$ cat config.mk
export PLATFORM = sky130hd
export DESIGN_NAME = rtck_core
export DESIGN_NICKNAME = d
export VERILOG_FILES = /design/src/rtl/rtck_pkg.sv /design/src/rtl/rtck_xtal_sense.sv /design/src/rtl/rtck_core.sv
export SDC_FILE = /design/constraint.sdc
export NUM_CORES = 1
export LEC_CHECK = 0
export BUFFER_PORTS_ARGS = -buffer_cell sky130_fd_sc_hd__buf_2
export CORE_AREA = 2 2 158 160
export DETAILED_ROUTE_END_ITERATION = 8
export DIE_AREA = 0 0 160 162
export PLACE_DENSITY_LB_ADDON = 0.3
export SLEW_MARGIN = 25
export SYNTH_ARGS = -nofsm -noshare
export SYNTH_HDL_FRONTEND = slang
export SYNTH_SLANG_ARGS = --single-unit
$ cat constraint.sdc
create_clock -name clk -period 11.6 [get_ports clk]
set_input_delay 0.58 -clock clk [delete_from_list [all_inputs] [get_ports clk]]
set_output_delay 0.58 -clock clk [all_outputs]
set_load 0.02 [all_outputs]
$ cat src/rtl/rtck_pkg.sv
// constants shared by the timekeeping core and its crystal sensing front end
package rtck_pkg;
  // register addresses
  localparam logic [3:0] ADDR_SEC      = 4'h0;
  localparam logic [3:0] ADDR_MIN      = 4'h1;
  localparam logic [3:0] ADDR_HOUR     = 4'h2;
  localparam logic [3:0] ADDR_WEEKDAY  = 4'h3;
  localparam logic [3:0] ADDR_DAY      = 4'h4;
  localparam logic [3:0] ADDR_MONTH    = 4'h5;
  localparam logic [3:0] ADDR_YEAR     = 4'h6;
  localparam logic [3:0] ADDR_TRIM     = 4'h7;
  localparam logic [3:0] ADDR_ALA_MIN  = 4'h8;
  localparam logic [3:0] ADDR_ALA_HOUR = 4'h9;
  localparam logic [3:0] ADDR_ALA_WDAY = 4'ha;
  localparam logic [3:0] ADDR_ALB_MIN  = 4'hb;
  localparam logic [3:0] ADDR_ALB_HOUR = 4'hc;
  localparam logic [3:0] ADDR_ALB_WDAY = 4'hd;
  localparam logic [3:0] ADDR_CTRL_ONE = 4'he;
  localparam logic [3:0] ADDR_CTRL_TWO = 4'hf;

  // control_two field positions
  localparam int BIT_FMT24   = 5;
  localparam int BIT_ADJUST  = 4;
  localparam int BIT_CLKDIS  = 3;
  localparam int BIT_PERFLAG = 2;
  localparam int BIT_AFLAG   = 1;
  localparam int BIT_BFLAG   = 0;
  // control_one field positions
  localparam int BIT_AEN     = 7;
  localparam int BIT_BEN     = 6;
  localparam int BIT_ROUTEHI = 5;
  localparam int BIT_ROUTELO = 4;
  localparam int BIT_TEST    = 3;
  // trim register: crystal select on top of the trim value
  localparam int BIT_XSEL    = 7;
  // hour register pm indicator in 12-hour format
  localparam int BIT_PM      = 5;

  // reset values of the counters
  localparam logic [7:0] RST_SEC     = 8'h00;
  localparam logic [7:0] RST_MIN     = 8'h00;
  localparam logic [7:0] RST_HOUR    = 8'h12;
  localparam logic [2:0] RST_WEEKDAY = 3'h0;
  localparam logic [7:0] RST_DAY     = 8'h01;
  localparam logic [7:0] RST_MONTH   = 8'h01;
  localparam logic [7:0] RST_YEAR    = 8'h00;

  // periodic cycle select encodings
  localparam logic [2:0] PER_OFF     = 3'h0;
  localparam logic [2:0] PER_LOW     = 3'h1;
  localparam logic [2:0] PER_2HZ     = 3'h2;
  localparam logic [2:0] PER_1HZ     = 3'h3;
  localparam logic [2:0] PER_SEC     = 3'h4;
  localparam logic [2:0] PER_MIN     = 3'h5;
  localparam logic [2:0] PER_HOUR    = 3'h6;
  localparam logic [2:0] PER_MONTH   = 3'h7;

  // prescaler terminal counts and quarter-second points per crystal
  localparam logic [14:0] TERM_32768 = 15'h7fff;
  localparam logic [14:0] TERM_32000 = 15'h7cff;
  localparam logic [14:0] QTR_32768  = 15'h2000;
  localparam logic [14:0] QTR_32000  = 15'h1f40;

  // clock rate and oscillator halt timeout
  localparam int CLK_MHZ      = 100;
  localparam int HALT_US      = 100;
  localparam int HALT_CYCLES  = HALT_US * CLK_MHZ;
  // the seconds adjust completes one clock after the write, far inside the limit
  localparam int ADJ_LIMIT_NS = 122000;
  localparam int ADJ_CYCLES   = ADJ_LIMIT_NS / (1000 / CLK_MHZ);
endpackage : rtck_pkg

$ cat src/rtl/rtck_xtal_sense.sv
// crystal clock synchroniser, edge finder and oscillator halt detector
`timescale 1ns/1ps
module rtck_xtal_sense
  import rtck_pkg::*;
#(
  parameter int HALT_LIMIT = HALT_CYCLES
)
(
  input  wire logic clk,
  input  wire logic rst,
  input  wire logic xtalClk,
  output logic      xtalLevel,
  output logic      xtalRise,
  output logic      oscHalted
);
  logic        syncA_r;
  logic        syncB_r;
  logic        prev_r;
  logic [15:0] idle_r;

  always_ff @(posedge clk or posedge rst)
  begin
    if (rst)
    begin
      syncA_r <= 1'b0;
      syncB_r <= 1'b0;
      prev_r  <= 1'b0;
    end
    else
    begin
      syncA_r <= xtalClk;
      syncB_r <= syncA_r;
      prev_r  <= syncB_r;
    end
  end

  assign xtalLevel = syncB_r;
  assign xtalRise  = syncB_r & ~prev_r;

  // the idle count saturates so a stopped crystal keeps the halt level
  always_ff @(posedge clk or posedge rst)
  begin
    if (rst)
      idle_r <= 16'h0000;
    else if (xtalRise)
      idle_r <= 16'h0000;
    else if (idle_r != 16'(HALT_LIMIT))
      idle_r <= idle_r + 16'h0001;
  end

  always_ff @(posedge clk or posedge rst)
  begin
    if (rst)
      oscHalted <= 1'b0;
    else
      oscHalted <= (idle_r == 16'(HALT_LIMIT));
  end
endmodule : rtck_xtal_sense

$ cat src/rtl/rtck_core.sv
// timekeeping core: bcd time and calendar chain, control_two behaviour, interrupt pins
// Function
// - 12-hour pm hours carry pm bit, noon 32
// - adjust clears prescaler, seconds to 00
// - adjust at 30..59 seconds also increments minute
// - adjust completes within 122/125 us
// - adjust bit write-only, reads halt flag
// - halt flag set on stop, sticky
// - halt flag forces control bits to zero, format bit excepted
// - halted: pin a silent, pin b clock
// - control_two write while running clears halt flag
// - clock output disable bit gates crystal clock
// - periodic flag mirrors periodic output low
// - level mode: writing 0 clears periodic flag
// - alarm flag sets on match when enabled
// - writing 0 clears alarm flag, 1 ignored
// - disabled alarm never fires, reads 0
// - seconds bcd 00..59, carry into minutes
// - minutes bcd 00..59, carry into hours
// - hour rollover carries day and weekday
// - weekday counts 0..6; host never writes 7
// - month 1..12, wraps carrying year
// - year 00..99, multiples of four leap
// - format bit: 0 12-hour, 1 24-hour
`timescale 1ns/1ps
module rtck_core
  import rtck_pkg::*;
#(
  parameter int HALT_LIMIT = HALT_CYCLES
)
(
  input  wire logic       clk,
  input  wire logic       rst,
  input  wire logic       xtalClk,
  input  wire logic       regWrEn,
  input  wire logic       regRdEn,
  input  wire logic [3:0] regAddr,
  input  wire logic [7:0] regWrData,
  output logic      [7:0] regRdData,
  output logic            irqPinAOut,
  output logic            irqPinAOe,
  output logic            irqPinBOut,
  output logic            irqPinBOe
);
  function automatic logic [7:0] bcdInc(input logic [7:0] v);
    if (v[3:0] == 4'h9)
      return {v[7:4] + 4'h1, 4'h0};
    else
      return {v[7:4], v[3:0] + 4'h1};
  endfunction : bcdInc

  function automatic logic isLeap(input logic [7:0] y);
    if (y[4])
      return (y[3:0] == 4'h2) || (y[3:0] == 4'h6);
    else
      return (y[3:0] == 4'h0) || (y[3:0] == 4'h4) || (y[3:0] == 4'h8);
  endfunction : isLeap

  function automatic logic [7:0] monthLen(input logic [7:0] m, input logic leap);
    if (m == 8'h02)
      return leap ? 8'h29 : 8'h28;
    else if ((m == 8'h04) || (m == 8'h06) || (m == 8'h09) || (m == 8'h11))
      return 8'h30;
    else
      return 8'h31;
  endfunction : monthLen

  logic        xtalLevel;
  logic        xtalRise;
  logic        oscHalted;

  logic [7:0]  sec_r, min_r, hour_r, day_r, month_r, year_r;
  logic [2:0]  weekday_r;
  logic [7:0]  secNxt, minNxt, hourNxt, dayNxt, monthNxt, yearNxt;
  logic [2:0]  weekdayNxt;
  logic        minStep, hourStep, dayStep, monthStep, yearStep;
  logic [14:0] presc_r;
  logic        secTick;
  logic        adjustReq;

  logic        haltFlag_r;
  logic        fmt24_r;
  logic        clkDis_r;
  logic        xtalSel_r;
  logic [6:0]  trimValue_r;
  logic [2:0]  perSel_r;
  logic        alEn_r [2];
  logic        routeHi_r, routeLo_r, test_r;
  logic [6:0]  alMin_r [2];
  logic [5:0]  alHour_r [2];
  logic [6:0]  alWday_r [2];
  logic        alFlag_r [2];
  logic        perFlag_r;
  logic        perLow;
  logic        perEvent;
  logic [14:0] term, quarter;
  logic        wrTwo;
  logic [7:0]  hour12Inc;

  rtck_xtal_sense #(
    .HALT_LIMIT (HALT_LIMIT)
  ) u_sense (
    .clk       (clk),
    .rst       (rst),
    .xtalClk   (xtalClk),
    .xtalLevel (xtalLevel),
    .xtalRise  (xtalRise),
    .oscHalted (oscHalted)
  );

  assign wrTwo     = regWrEn && (regAddr == ADDR_CTRL_TWO);
  assign adjustReq = wrTwo && regWrData[BIT_ADJUST];
  assign term      = xtalSel_r ? TERM_32000 : TERM_32768;
  assign quarter   = xtalSel_r ? QTR_32000 : QTR_32768;
  assign secTick   = xtalRise && (presc_r == term);
  assign hour12Inc = bcdInc({3'b000, hour_r[4:0]});

  // adjust takes effect at the next edge, well inside the 122 us bound
  always_ff @(posedge clk or posedge rst)
  begin
    if (rst)
      presc_r <= 15'h0000;
    else if (adjustReq)
      presc_r <= 15'h0000;
    else if (secTick)
      presc_r <= 15'h0000;
    else if (xtalRise)
      presc_r <= presc_r + 15'h0001;
  end

  always_comb
  begin
    secNxt     = sec_r;
    minNxt     = min_r;
    hourNxt    = hour_r;
    weekdayNxt = weekday_r;
    dayNxt     = day_r;
    monthNxt   = month_r;
    yearNxt    = year_r;
    minStep    = 1'b0;
    hourStep   = 1'b0;
    dayStep    = 1'b0;
    monthStep  = 1'b0;
    yearStep   = 1'b0;
    if (adjustReq)
    begin
      secNxt  = 8'h00;
      minStep = (sec_r >= 8'h30);
    end
    else if (secTick)
    begin
      if (sec_r == 8'h59)
      begin
        secNxt  = 8'h00;
        minStep = 1'b1;
      end
      else
        secNxt = bcdInc(sec_r);
    end
    if (minStep)
    begin
      if (min_r == 8'h59)
      begin
        minNxt   = 8'h00;
        hourStep = 1'b1;
      end
      else
        minNxt = bcdInc(min_r);
    end
    if (hourStep)
    begin
      if (fmt24_r)
      begin
        if (hour_r == 8'h23)
        begin
          hourNxt = 8'h00;
          dayStep = 1'b1;
        end
        else
          hourNxt = bcdInc(hour_r);
      end
      else if (hour_r[4:0] == 5'h12)
        hourNxt = {2'b00, hour_r[BIT_PM], 5'h01};
      else if (hour_r[4:0] == 5'h11)
      begin
        hourNxt = hour_r[BIT_PM] ? 8'h12 : 8'h32;
        dayStep = hour_r[BIT_PM];
      end
      else
        hourNxt = {2'b00, hour_r[BIT_PM], hour12Inc[4:0]};
    end
    if (dayStep)
    begin
      weekdayNxt = (weekday_r == 3'h6) ? 3'h0 : weekday_r + 3'h1;
      if (day_r == monthLen(month_r, isLeap(year_r)))
      begin
        dayNxt    = 8'h01;
        monthStep = 1'b1;
      end
      else
        dayNxt = bcdInc(day_r);
    end
    if (monthStep)
    begin
      if (month_r == 8'h12)
      begin
        monthNxt = 8'h01;
        yearStep = 1'b1;
      end
      else
        monthNxt = bcdInc(month_r);
    end
    if (yearStep)
      yearNxt = (year_r == 8'h99) ? 8'h00 : bcdInc(year_r);
  end

  // a host write to a counter wins over the count of the same cycle
  always_ff @(posedge clk or posedge rst)
  begin
    if (rst)
    begin
      sec_r     <= RST_SEC;
      min_r     <= RST_MIN;
      hour_r    <= RST_HOUR;
      weekday_r <= RST_WEEKDAY;
      day_r     <= RST_DAY;
      month_r   <= RST_MONTH;
      year_r    <= RST_YEAR;
    end
    else
    begin
      sec_r     <= (regWrEn && regAddr == ADDR_SEC) ? {1'b0, regWrData[6:0]} : secNxt;
      min_r     <= (regWrEn && regAddr == ADDR_MIN) ? {1'b0, regWrData[6:0]} : minNxt;
      hour_r    <= (regWrEn && regAddr == ADDR_HOUR) ? {2'b00, regWrData[5:0]} : hourNxt;
      weekday_r <= (regWrEn && regAddr == ADDR_WEEKDAY) ? regWrData[2:0] : weekdayNxt;
      day_r     <= (regWrEn && regAddr == ADDR_DAY) ? {2'b00, regWrData[5:0]} : dayNxt;
      month_r   <= (regWrEn && regAddr == ADDR_MONTH) ? {3'b000, regWrData[4:0]} : monthNxt;
      year_r    <= (regWrEn && regAddr == ADDR_YEAR) ? regWrData : yearNxt;
    end
  end

  // powers up set; a halt sensed in the write cycle beats the clear
  always_ff @(posedge clk or posedge rst)
  begin
    if (rst)
      haltFlag_r <= 1'b1;
    else if (oscHalted)
      haltFlag_r <= 1'b1;
    else if (wrTwo)
      haltFlag_r <= 1'b0;
  end

  always_ff @(posedge clk or posedge rst)
  begin
    if (rst)
      fmt24_r <= 1'b0;
    else if (wrTwo)
      fmt24_r <= regWrData[BIT_FMT24];
  end

  // the control_two write that clears the halt flag also lands its disable bit
  always_ff @(posedge clk or posedge rst)
  begin
    if (rst)
      clkDis_r <= 1'b0;
    else if (wrTwo && !oscHalted)
      clkDis_r <= regWrData[BIT_CLKDIS];
    else if (haltFlag_r || oscHalted)
      clkDis_r <= 1'b0;
  end

  always_ff @(posedge clk or posedge rst)
  begin
    if (rst)
    begin
      xtalSel_r   <= 1'b0;
      trimValue_r <= 7'h00;
      perSel_r    <= PER_OFF;
      alEn_r[0]   <= 1'b0;
      alEn_r[1]   <= 1'b0;
      routeHi_r   <= 1'b0;
      routeLo_r   <= 1'b0;
      test_r      <= 1'b0;
    end
    // forcing on the sensing cycle too, so no read sees the flag set with stale bits
    else if (haltFlag_r || oscHalted)
    begin
      xtalSel_r   <= 1'b0;
      trimValue_r <= 7'h00;
      perSel_r    <= PER_OFF;
      alEn_r[0]   <= 1'b0;
      alEn_r[1]   <= 1'b0;
      routeHi_r   <= 1'b0;
      routeLo_r   <= 1'b0;
      test_r      <= 1'b0;
    end
    else if (regWrEn && regAddr == ADDR_TRIM)
    begin
      xtalSel_r   <= regWrData[BIT_XSEL];
      trimValue_r <= regWrData[6:0];
    end
    else if (regWrEn && regAddr == ADDR_CTRL_ONE)
    begin
      alEn_r[0] <= regWrData[BIT_AEN];
      alEn_r[1] <= regWrData[BIT_BEN];
      routeHi_r <= regWrData[BIT_ROUTEHI];
      routeLo_r <= regWrData[BIT_ROUTELO];
      test_r    <= regWrData[BIT_TEST];
      perSel_r  <= regWrData[2:0];
    end
  end

  // alarm compare registers; each alarm owns three consecutive addresses
  always_ff @(posedge clk or posedge rst)
  begin
    if (rst)
    begin
      for (int i = 0; i < 2; i++)
      begin
        alMin_r[i]  <= 7'h00;
        alHour_r[i] <= 6'h00;
        alWday_r[i] <= 7'h00;
      end
    end
    else if (regWrEn)
    begin
      if (regAddr == ADDR_ALA_MIN)
        alMin_r[0] <= regWrData[6:0];
      else if (regAddr == ADDR_ALA_HOUR)
        alHour_r[0] <= regWrData[5:0];
      else if (regAddr == ADDR_ALA_WDAY)
        alWday_r[0] <= regWrData[6:0];
      else if (regAddr == ADDR_ALB_MIN)
        alMin_r[1] <= regWrData[6:0];
      else if (regAddr == ADDR_ALB_HOUR)
        alHour_r[1] <= regWrData[5:0];
      else if (regAddr == ADDR_ALB_WDAY)
        alWday_r[1] <= regWrData[6:0];
    end
  end

  // matches are checked only when the minute moves, so one hit per minute
  always_ff @(posedge clk or posedge rst)
  begin
    if (rst)
    begin
      alFlag_r[0] <= 1'b0;
      alFlag_r[1] <= 1'b0;
    end
    else
    begin
      for (int i = 0; i < 2; i++)
      begin
        if (!alEn_r[i])
          alFlag_r[i] <= 1'b0;
        else if (minStep && minNxt[6:0] == alMin_r[i] && hourNxt[5:0] == alHour_r[i]
                 && alWday_r[i][weekdayNxt])
          alFlag_r[i] <= 1'b1;
        else if (wrTwo && !regWrData[i == 0 ? BIT_AFLAG : BIT_BFLAG])
          alFlag_r[i] <= 1'b0;
      end
    end
  end

  always_comb
  begin
    case (perSel_r)
      PER_SEC:   perEvent = adjustReq || secTick;
      PER_MIN:   perEvent = minStep;
      PER_HOUR:  perEvent = hourStep;
      PER_MONTH: perEvent = monthStep;
      default:   perEvent = 1'b0;
    endcase
  end

  always_ff @(posedge clk or posedge rst)
  begin
    if (rst)
      perFlag_r <= 1'b0;
    else if (!perSel_r[2])
      perFlag_r <= 1'b0;
    else if (perEvent)
      perFlag_r <= 1'b1;
    else if (wrTwo && !regWrData[BIT_PERFLAG])
      perFlag_r <= 1'b0;
  end

  always_comb
  begin
    case (perSel_r)
      PER_OFF: perLow = 1'b0;
      PER_LOW: perLow = 1'b1;
      PER_2HZ: perLow = (presc_r < quarter) || ((presc_r >= (quarter << 1)) && (presc_r < quarter * 15'd3));
      PER_1HZ: perLow = (presc_r < (quarter << 1));
      default: perLow = perFlag_r;
    endcase
  end

  // open-drain pins: out stays low, enable pulls the wire
  assign irqPinAOut = 1'b0;
  assign irqPinBOut = 1'b0;

  always_ff @(posedge clk or posedge rst)
  begin
    if (rst)
    begin
      irqPinAOe <= 1'b0;
      irqPinBOe <= 1'b0;
    end
    else
    begin
      irqPinAOe <= !haltFlag_r && (alFlag_r[0] || (alFlag_r[1] && !routeLo_r)
                   || (perLow && !routeHi_r));
      irqPinBOe <= (!clkDis_r && !xtalLevel) || (alFlag_r[1] && routeLo_r)
                   || (perLow && routeHi_r);
    end
  end

  always_ff @(posedge clk or posedge rst)
  begin
    if (rst)
      regRdData <= 8'h00;
    else if (regRdEn)
    begin
      if (regAddr == ADDR_SEC)
        regRdData <= sec_r;
      else if (regAddr == ADDR_MIN)
        regRdData <= min_r;
      else if (regAddr == ADDR_HOUR)
        regRdData <= hour_r;
      else if (regAddr == ADDR_WEEKDAY)
        regRdData <= {5'h00, weekday_r};
      else if (regAddr == ADDR_DAY)
        regRdData <= day_r;
      else if (regAddr == ADDR_MONTH)
        regRdData <= month_r;
      else if (regAddr == ADDR_YEAR)
        regRdData <= year_r;
      else if (regAddr == ADDR_TRIM)
        regRdData <= {xtalSel_r, trimValue_r};
      else if (regAddr == ADDR_ALA_MIN)
        regRdData <= {1'b0, alMin_r[0]};
      else if (regAddr == ADDR_ALA_HOUR)
        regRdData <= {2'b00, alHour_r[0]};
      else if (regAddr == ADDR_ALA_WDAY)
        regRdData <= {1'b0, alWday_r[0]};
      else if (regAddr == ADDR_ALB_MIN)
        regRdData <= {1'b0, alMin_r[1]};
      else if (regAddr == ADDR_ALB_HOUR)
        regRdData <= {2'b00, alHour_r[1]};
      else if (regAddr == ADDR_ALB_WDAY)
        regRdData <= {1'b0, alWday_r[1]};
      else if (regAddr == ADDR_CTRL_ONE)
        regRdData <= {alEn_r[0], alEn_r[1], routeHi_r, routeLo_r, test_r, perSel_r};
      else
        regRdData <= {2'b00, fmt24_r, haltFlag_r, clkDis_r, perLow,
                      alFlag_r[0] && alEn_r[0], alFlag_r[1] && alEn_r[1]};
    end
  end
endmodule : rtck_core

==> out/metrics.cfg, run 1 <==
[run_status]
status=finished, final reports clean

[clock_tree]
htreeDepth=4
clk_latency_ns=0.44
ctsRootBufferMaster=clkbuf_16
clockBufferDepth=2
clock_sinks=158
clk_pin_slew_ns=0.07
cts_setup_buffers=0
cts_resized=0
cts_tree=built
cts_buffers=17
cts_hold_buffers=0

[cells_and_area]
mostFrequentLayoutCells=153 x dfrtp_1, 131 x nor2_1, 105 x o21ai_0
multiInputGateArea_um2=6320
finalCoreUtilization_pct=48.4
area_delta_synth_final_pct=8.12
final_common_cell=dfrtp_1
register_area_um2=3960
nFillCells=2387
drive_gt1_share_pct=10.9
antenna_cells=0
final_nets=1282

[global_route]
grt_pass1_wl_um=53600
grt_util_all_layers_pct=26.4
grt_pass1_vias=9267
overflow=0
grt_antenna_before_repair=1
grt_max_degree=85

[die]
start_util_pct=44.8
dieArea_um2=25900
die_x_um=160
io_pins=29
rows=57
core_region_area_um2=24100
die-height_um=162

[min_path]
worst_hold_path_type=in -> reg

[drt]
drt_wl_total_um=33800
topRoutingLayerUsed=met4
route.met2.wl_um=14900
post-route-drc-count=0
vias_per_cell=6.33
drt-wirelength-per-cell_um=21.5
postRouteAntennaNets=0
routed-wl-met3_um=3010
drt-met1-wl_um=14500
vias=9912
first_pass_iters=5
first_iter_violations=1117

[power_and_ir_drop]
powerDensity_nw_per_um2=163
peakVddDrop_uv=77.7
power.leakage_nw=4.73
power_mw=1.90

[setup_path]
critPathSlowestCell=o22ai_4
max_stage_delay_ns=0.60
crit_path_end_kind=flip-flop
cp_cell_sequence=inv_1 > ha_1 > and4b_1 > and4_4 > o22ai_4 > o21ai_0 > and3_1 > or4b_1 > or4_1 > o31ai_2
path_class=reg -> reg
worstPathRequired_ns=11.95
crit_fanout=27
arrival_ns=4.37
start_kind=flip-flop

[placed_design]
io_buffer_count=26
gp_congestion=0.962
dp_hpwl_um=23800

[timing]
max_slew_margin_pct=26.1
setup_viol=0
hold_viol=0
fmax_mhz=249
period_minus_slack_ns=4.02
fin_skew_ns=0.0110
tns_ns=0
finalCritPeriodShare_pct=34.6
drv_slew=0
rsz0062_at_grt=no
tightest_slew_ns=1.09

[yosys]
ys_seq_area_share_pct=36.7
synth_edf_count=0
yosysUniqueCellTypes=88
syn_avg_cell_area_um2=8.56
ys.flop_type=dfrtp_1
postSynthCellCount=1260
synth_seq_cells=158
async_flop_share_pct=100
yosys_warnings=0
syn_area_um2=10800

[flow_run]
maxCapViolCount=0

==> where the power goes <==
group | switching (mW) | total, mW | internal, mW
Clock | 0.273 | 0.588 | 0.315
Combinational | 0.274 | 0.485 | 0.211
Sequential | 0.178 | 0.831 | 0.652
Total | 0.726 | 1.90 | 1.18
==> critical path: cells and delay by family, from the launching register on <==
| kind | cells | cell delay, ns |
|---|---|---|
| buffers and inverters | 1 | 0.21 |
| flip-flops | 1 | 0.50 |
| AO/OA/AOI/OAI | 3 | 1.14 |
| adder cells (fa/ha/maj) | 1 | 0.40 |
| AND/OR/NAND/NOR | 5 | 1.67 |
==> synth_stat cells, types with 6 or more instances <==
cell / count / area [µm²]
nand2b_1: 15 / 93.8
buf_2: 8 / 40.0
mux2_2: 39 / 439
nor2_1: 131 / 492
clkbuf_1: 62 / 233
buf_1: 11 / 41.3
o2111ai_1: 8 / 70.1
o21ai_0: 106 / 531
o211ai_1: 15 / 113
a21oi_1: 101 / 505
and2_1: 7 / 43.8
o31ai_1: 10 / 75.1
a31oi_1: 20 / 125
xnor2_1: 17 / 149
o22ai_1: 8 / 50.1
mux2i_1: 28 / 280
nor2b_1: 15 / 93.8
a211oi_1: 9 / 67.6
nand2_1: 99 / 372
nor4_1: 10 / 62.6
ha_1: 35 / 438
a21o_1: 6 / 45.0
and3_1: 13 / 81.3
nand3b_1: 6 / 45.0
a22o_1: 8 / 70.1
nor3_1: 18 / 90.1
dfrtp_1: 153 / 3830
xor2_1: 32 / 280
nand3_1: 47 / 235
nand4_1: 22 / 138
or2_2: 6 / 37.5
or3_1: 15 / 93.8
inv_1: 47 / 176
nor4b_1: 8 / 70.1
a2111oi_0: 6 / 52.6
==> cells by family after synthesis <==
logic type	after synthesis	synth area share (%)
simple gates	448	21.1
compound gates	366	21.8
mux	71	7.50
xor+xnor	49	3.98
buf+inv	132	4.79
flops	158	36.7
other cells	1	0.0347
fa+ha+maj	35	4.06
==> registers in the layout, indices dropped and copies added, names as in the netlist, 2 cells and up <==
register        cells
hour_r              8
day_r               8
regRdData           8
alHour_r           12
sec_r               8
alEn_r              2
trimValue_r         7
alFlag_r            2
u_sense.idle_r     16
month_r             8
weekday_r           3
year_r              8
perSel_r            3
alWday_r           14
alMin_r            14
min_r               8
presc_r            15
==> routing by layer <==
layer,vias to the layer above,global-route usage (%)
li1,4552,-
met1,4761,36.3
met2,498,40.4
met3,101,6.13
met4,0,10.9
met5,-,0
==> path summary, 6_finish.rpt <==
check                                               start  slack, ns                             to  cells after the start
worst min register to register  u_sense.syncA_r$_DFF_PP0_       0.35    u_sense.xtalLevel$_DFF_PP0_                      0
max in group asynchronous                             rst      10.15            hour_r[0]$_DFF_PP0_                      3
worst max-delay path                xtalSel_r$_DFFE_PP0P_       7.58        alFlag_r[0]$_DFFE_PP0P_                     10
min in group asynchronous                             rst       0.28  u_sense.idle_r[5]$_DFFE_PP0P_                      2
worst max register to register      xtalSel_r$_DFFE_PP0P_       7.58        alFlag_r[0]$_DFFE_PP0P_                     10
worst min-delay path                              xtalClk       0.25      u_sense.syncA_r$_DFF_PP0_                      1
==> through the flow <==
step | hold WS, ns | area, µm² | setup slack, ns | cells
6_report | 0.245 | 11700 | 7.58 | 1567
5_1_grt | 0.238 | 11700 | 7.40 | 1567
4_1_cts | 0.234 | 11700 | 7.68 | 1567
3_5_place_dp | 0.338 | 11100 | 7.52 | 1535
3_3_place_gp | 0.335 | 11100 | 7.64 | 1535
2_1_floorplan | 0.331 | 10800 | 6.77 | 1261
==> final cells by class <==
cell class	instances	share of cell area, %
Clock buffer	18	3.76
Inverter	48	1.59
Timing Repair Buffer	34	1.66
Sequential cell	158	33.9
Clock inverter	14	1.42
Tap cell	324	3.47
Multi-Input combinational cell	971	54.2
No activity file was read; power rests on OpenSTA's default activity.
==> run 2: changes to the inputs <==
==> constraint.sdc (replaced) <==
create_clock -name clk -period 3.2 [get_ports clk]
set_input_delay 0.16 -clock clk [delete_from_list [all_inputs] [get_ports clk]]
set_output_delay 0.16 -clock clk [all_outputs]
set_load 0.02 [all_outputs]
==> out/metrics.cfg, run 2 (synthesis results as in run 1) <==
[run_status]
status=finished with violations
violations=negative setup slack

[timing]
whs_ns=0.0276
rsz0062_at_grt=yes
drv_slew=0
setup_viol=1
layout_setup_ws_ns=-0.00908
fin_skew_ns=0.0120
max_slew_margin_pct=41.8
hold_viol=0
tns_ns=-0.00908
tightest_slew_ns=0.869
period_minus_slack_ns=3.21
finalCritPeriodShare_pct=100
fmax_mhz=312

[cells_and_area]
final_nets=1353
largest-register=u_sense.idle_r
finalCoreUtilization_pct=51.2
mostFrequentLayoutCells=153 x dfrtp_1, 131 x nor2_1, 103 x o21ai_0
largest_reg_flops=16
largest_registers=u_sense.idle_r: 16 flops, presc_r: 15 flops
final_common_cell=dfrtp_1
drive_gt1_share_pct=16.7
area_delta_synth_final_pct=14.4

[clock_tree]
clk_pin_slew_ns=0.07
clock_sinks=158
htreeDepth=4
clockBufferDepth=2
cts_tree=built
cts_buffers=17
clk_latency_ns=0.44
ctsRootBufferMaster=clkbuf_16

[setup_path]
start_kind=flip-flop
path_class=reg -> reg
cp_common_cell=or4_4
crit_fanout=5
worstPathRequired_ns=3.55
path_buf_inv=1
crit_path_end_kind=flip-flop
cp_top_family=simple AND/OR/NAND/NOR gates
arrival_ns=3.56
cp_cell_sequence=inv_2 > ha_4 > and4b_1 > and4_4 > o22ai_4 > or4_4 > nand3_2 > or4b_1 > or4_4 > o31ai_2
critPathSlowestCell=or4_4
max_stage_delay_ns=0.55

[power_and_ir_drop]
powerDensity_nw_per_um2=571
power_mw=7.05
peakVddDrop_uv=387
power.leakage_nw=5.09

[flow_run]
maxCapViolCount=0

[placed_design]
dp_slack_ns=-0.0490
dp_hpwl_um=25500
gp_congestion=0.939
io_buffer_count=26

[drt]
vias_per_cell=6.20
first_pass_iters=5
drt_wl_total_um=35200
first_iter_violations=996
vias=10200
post-route-drc-count=0
postRouteAntennaNets=0
drt-wirelength-per-cell_um=21.5

[die]
start_util_pct=44.8
core_region_area_um2=24100
die-height_um=162
io_pins=29
die_x_um=160
dieArea_um2=25900
rows=57

[global_route]
grt_max_degree=59
grt_antenna_before_repair=2
grt_util_all_layers_pct=27.5
grt_pass1_wl_um=55400
overflow=0
grt_pass1_vias=9667

[min_path]
worst_hold_path_type=in -> reg

==> run 2: cell count changes in the layout (fill, tap and decap cells not counted), sizes merged <==
cell	previous run	this run
buf	34	103
bufinv	1	0
clkbuf	18	17
diode	0	1
clkinv	3	10
inv	57	52
dlygate4sd3	0	2
==> run 2: path summary, 6_finish.rpt <==
check	start	to	slack, ns	cells past startpoint
worst max-delay path	xtalSel_r$_DFFE_PP0P_	alFlag_r[0]$_DFFE_PP0P_	-0.009	10
worst min-delay path	regWrData[7]	alEn_r[1]$_DFFE_PP0P_	0.03	3
worst max register to register	xtalSel_r$_DFFE_PP0P_	alFlag_r[0]$_DFFE_PP0P_	-0.009	10
worst min register to register	u_sense.syncA_r$_DFF_PP0_	u_sense.xtalLevel$_DFF_PP0_	0.35	0
max in group asynchronous	rst	day_r[0]$_DFFE_PP1P_	2.02	4
min in group asynchronous	rst	presc_r[9]$_DFFE_PP0P_	0.38	3
==> run 2: worst min-delay path: stages <==
cell and delay [ns]:
buf_2 0.14, nand2_1 0.07, a21oi_1 0.05
==> run 2: what timing repair did <==
action / CTS / global route
pin swaps: 1 / 6
endpoints found under the setup margin: 2 / 12
cloned: 0 / 0
gates resized for setup: 3 / 20
endpoints found under the hold margin: 25 / 0
hold buffers: 2 / 0
setup buffers: 0 / 2
==> run 2: report_power, final <==
part / internal [mW] / switching [mW]
registers: 2.37 / 0.552
clock network: 1.07 / 1.04
logic: 0.876 / 1.15
total: 4.31 / 2.74
==> run 2: final cells by class <==
cell class	instances	area, µm²
multi-input combinational	971	6410
clock buffer	17	425
timing repair buffer	105	757
fill	2318	11800
antenna	1	2.50
sequential	158	3960
clock inverter	15	194
inverter	48	184
tap	324	405
==> run 2: layer usage <==
metal | routed length [µm] | share of wire [%] | track usage, % | vias to the layer above
met4 | 1440 | 4.1 | 12.0 | 0
li1 | - | - | - | 4693
met1 | 15500 | 44 | 38.3 | 4882
met2 | 15300 | 44 | 41.1 | 490
met3 | 2930 | 8.3 | 6.26 | 98
met5 | 0 | 0 | 0 | -
==> run 2: metrics by stage <==
step                      cells  area [µm²]
after floorplan            1261       10800
after global placement     1602       11600
after detailed placement   1602       11600
after CTS                  1636       12200
after global routing       1639       12300
final                      1639       12300
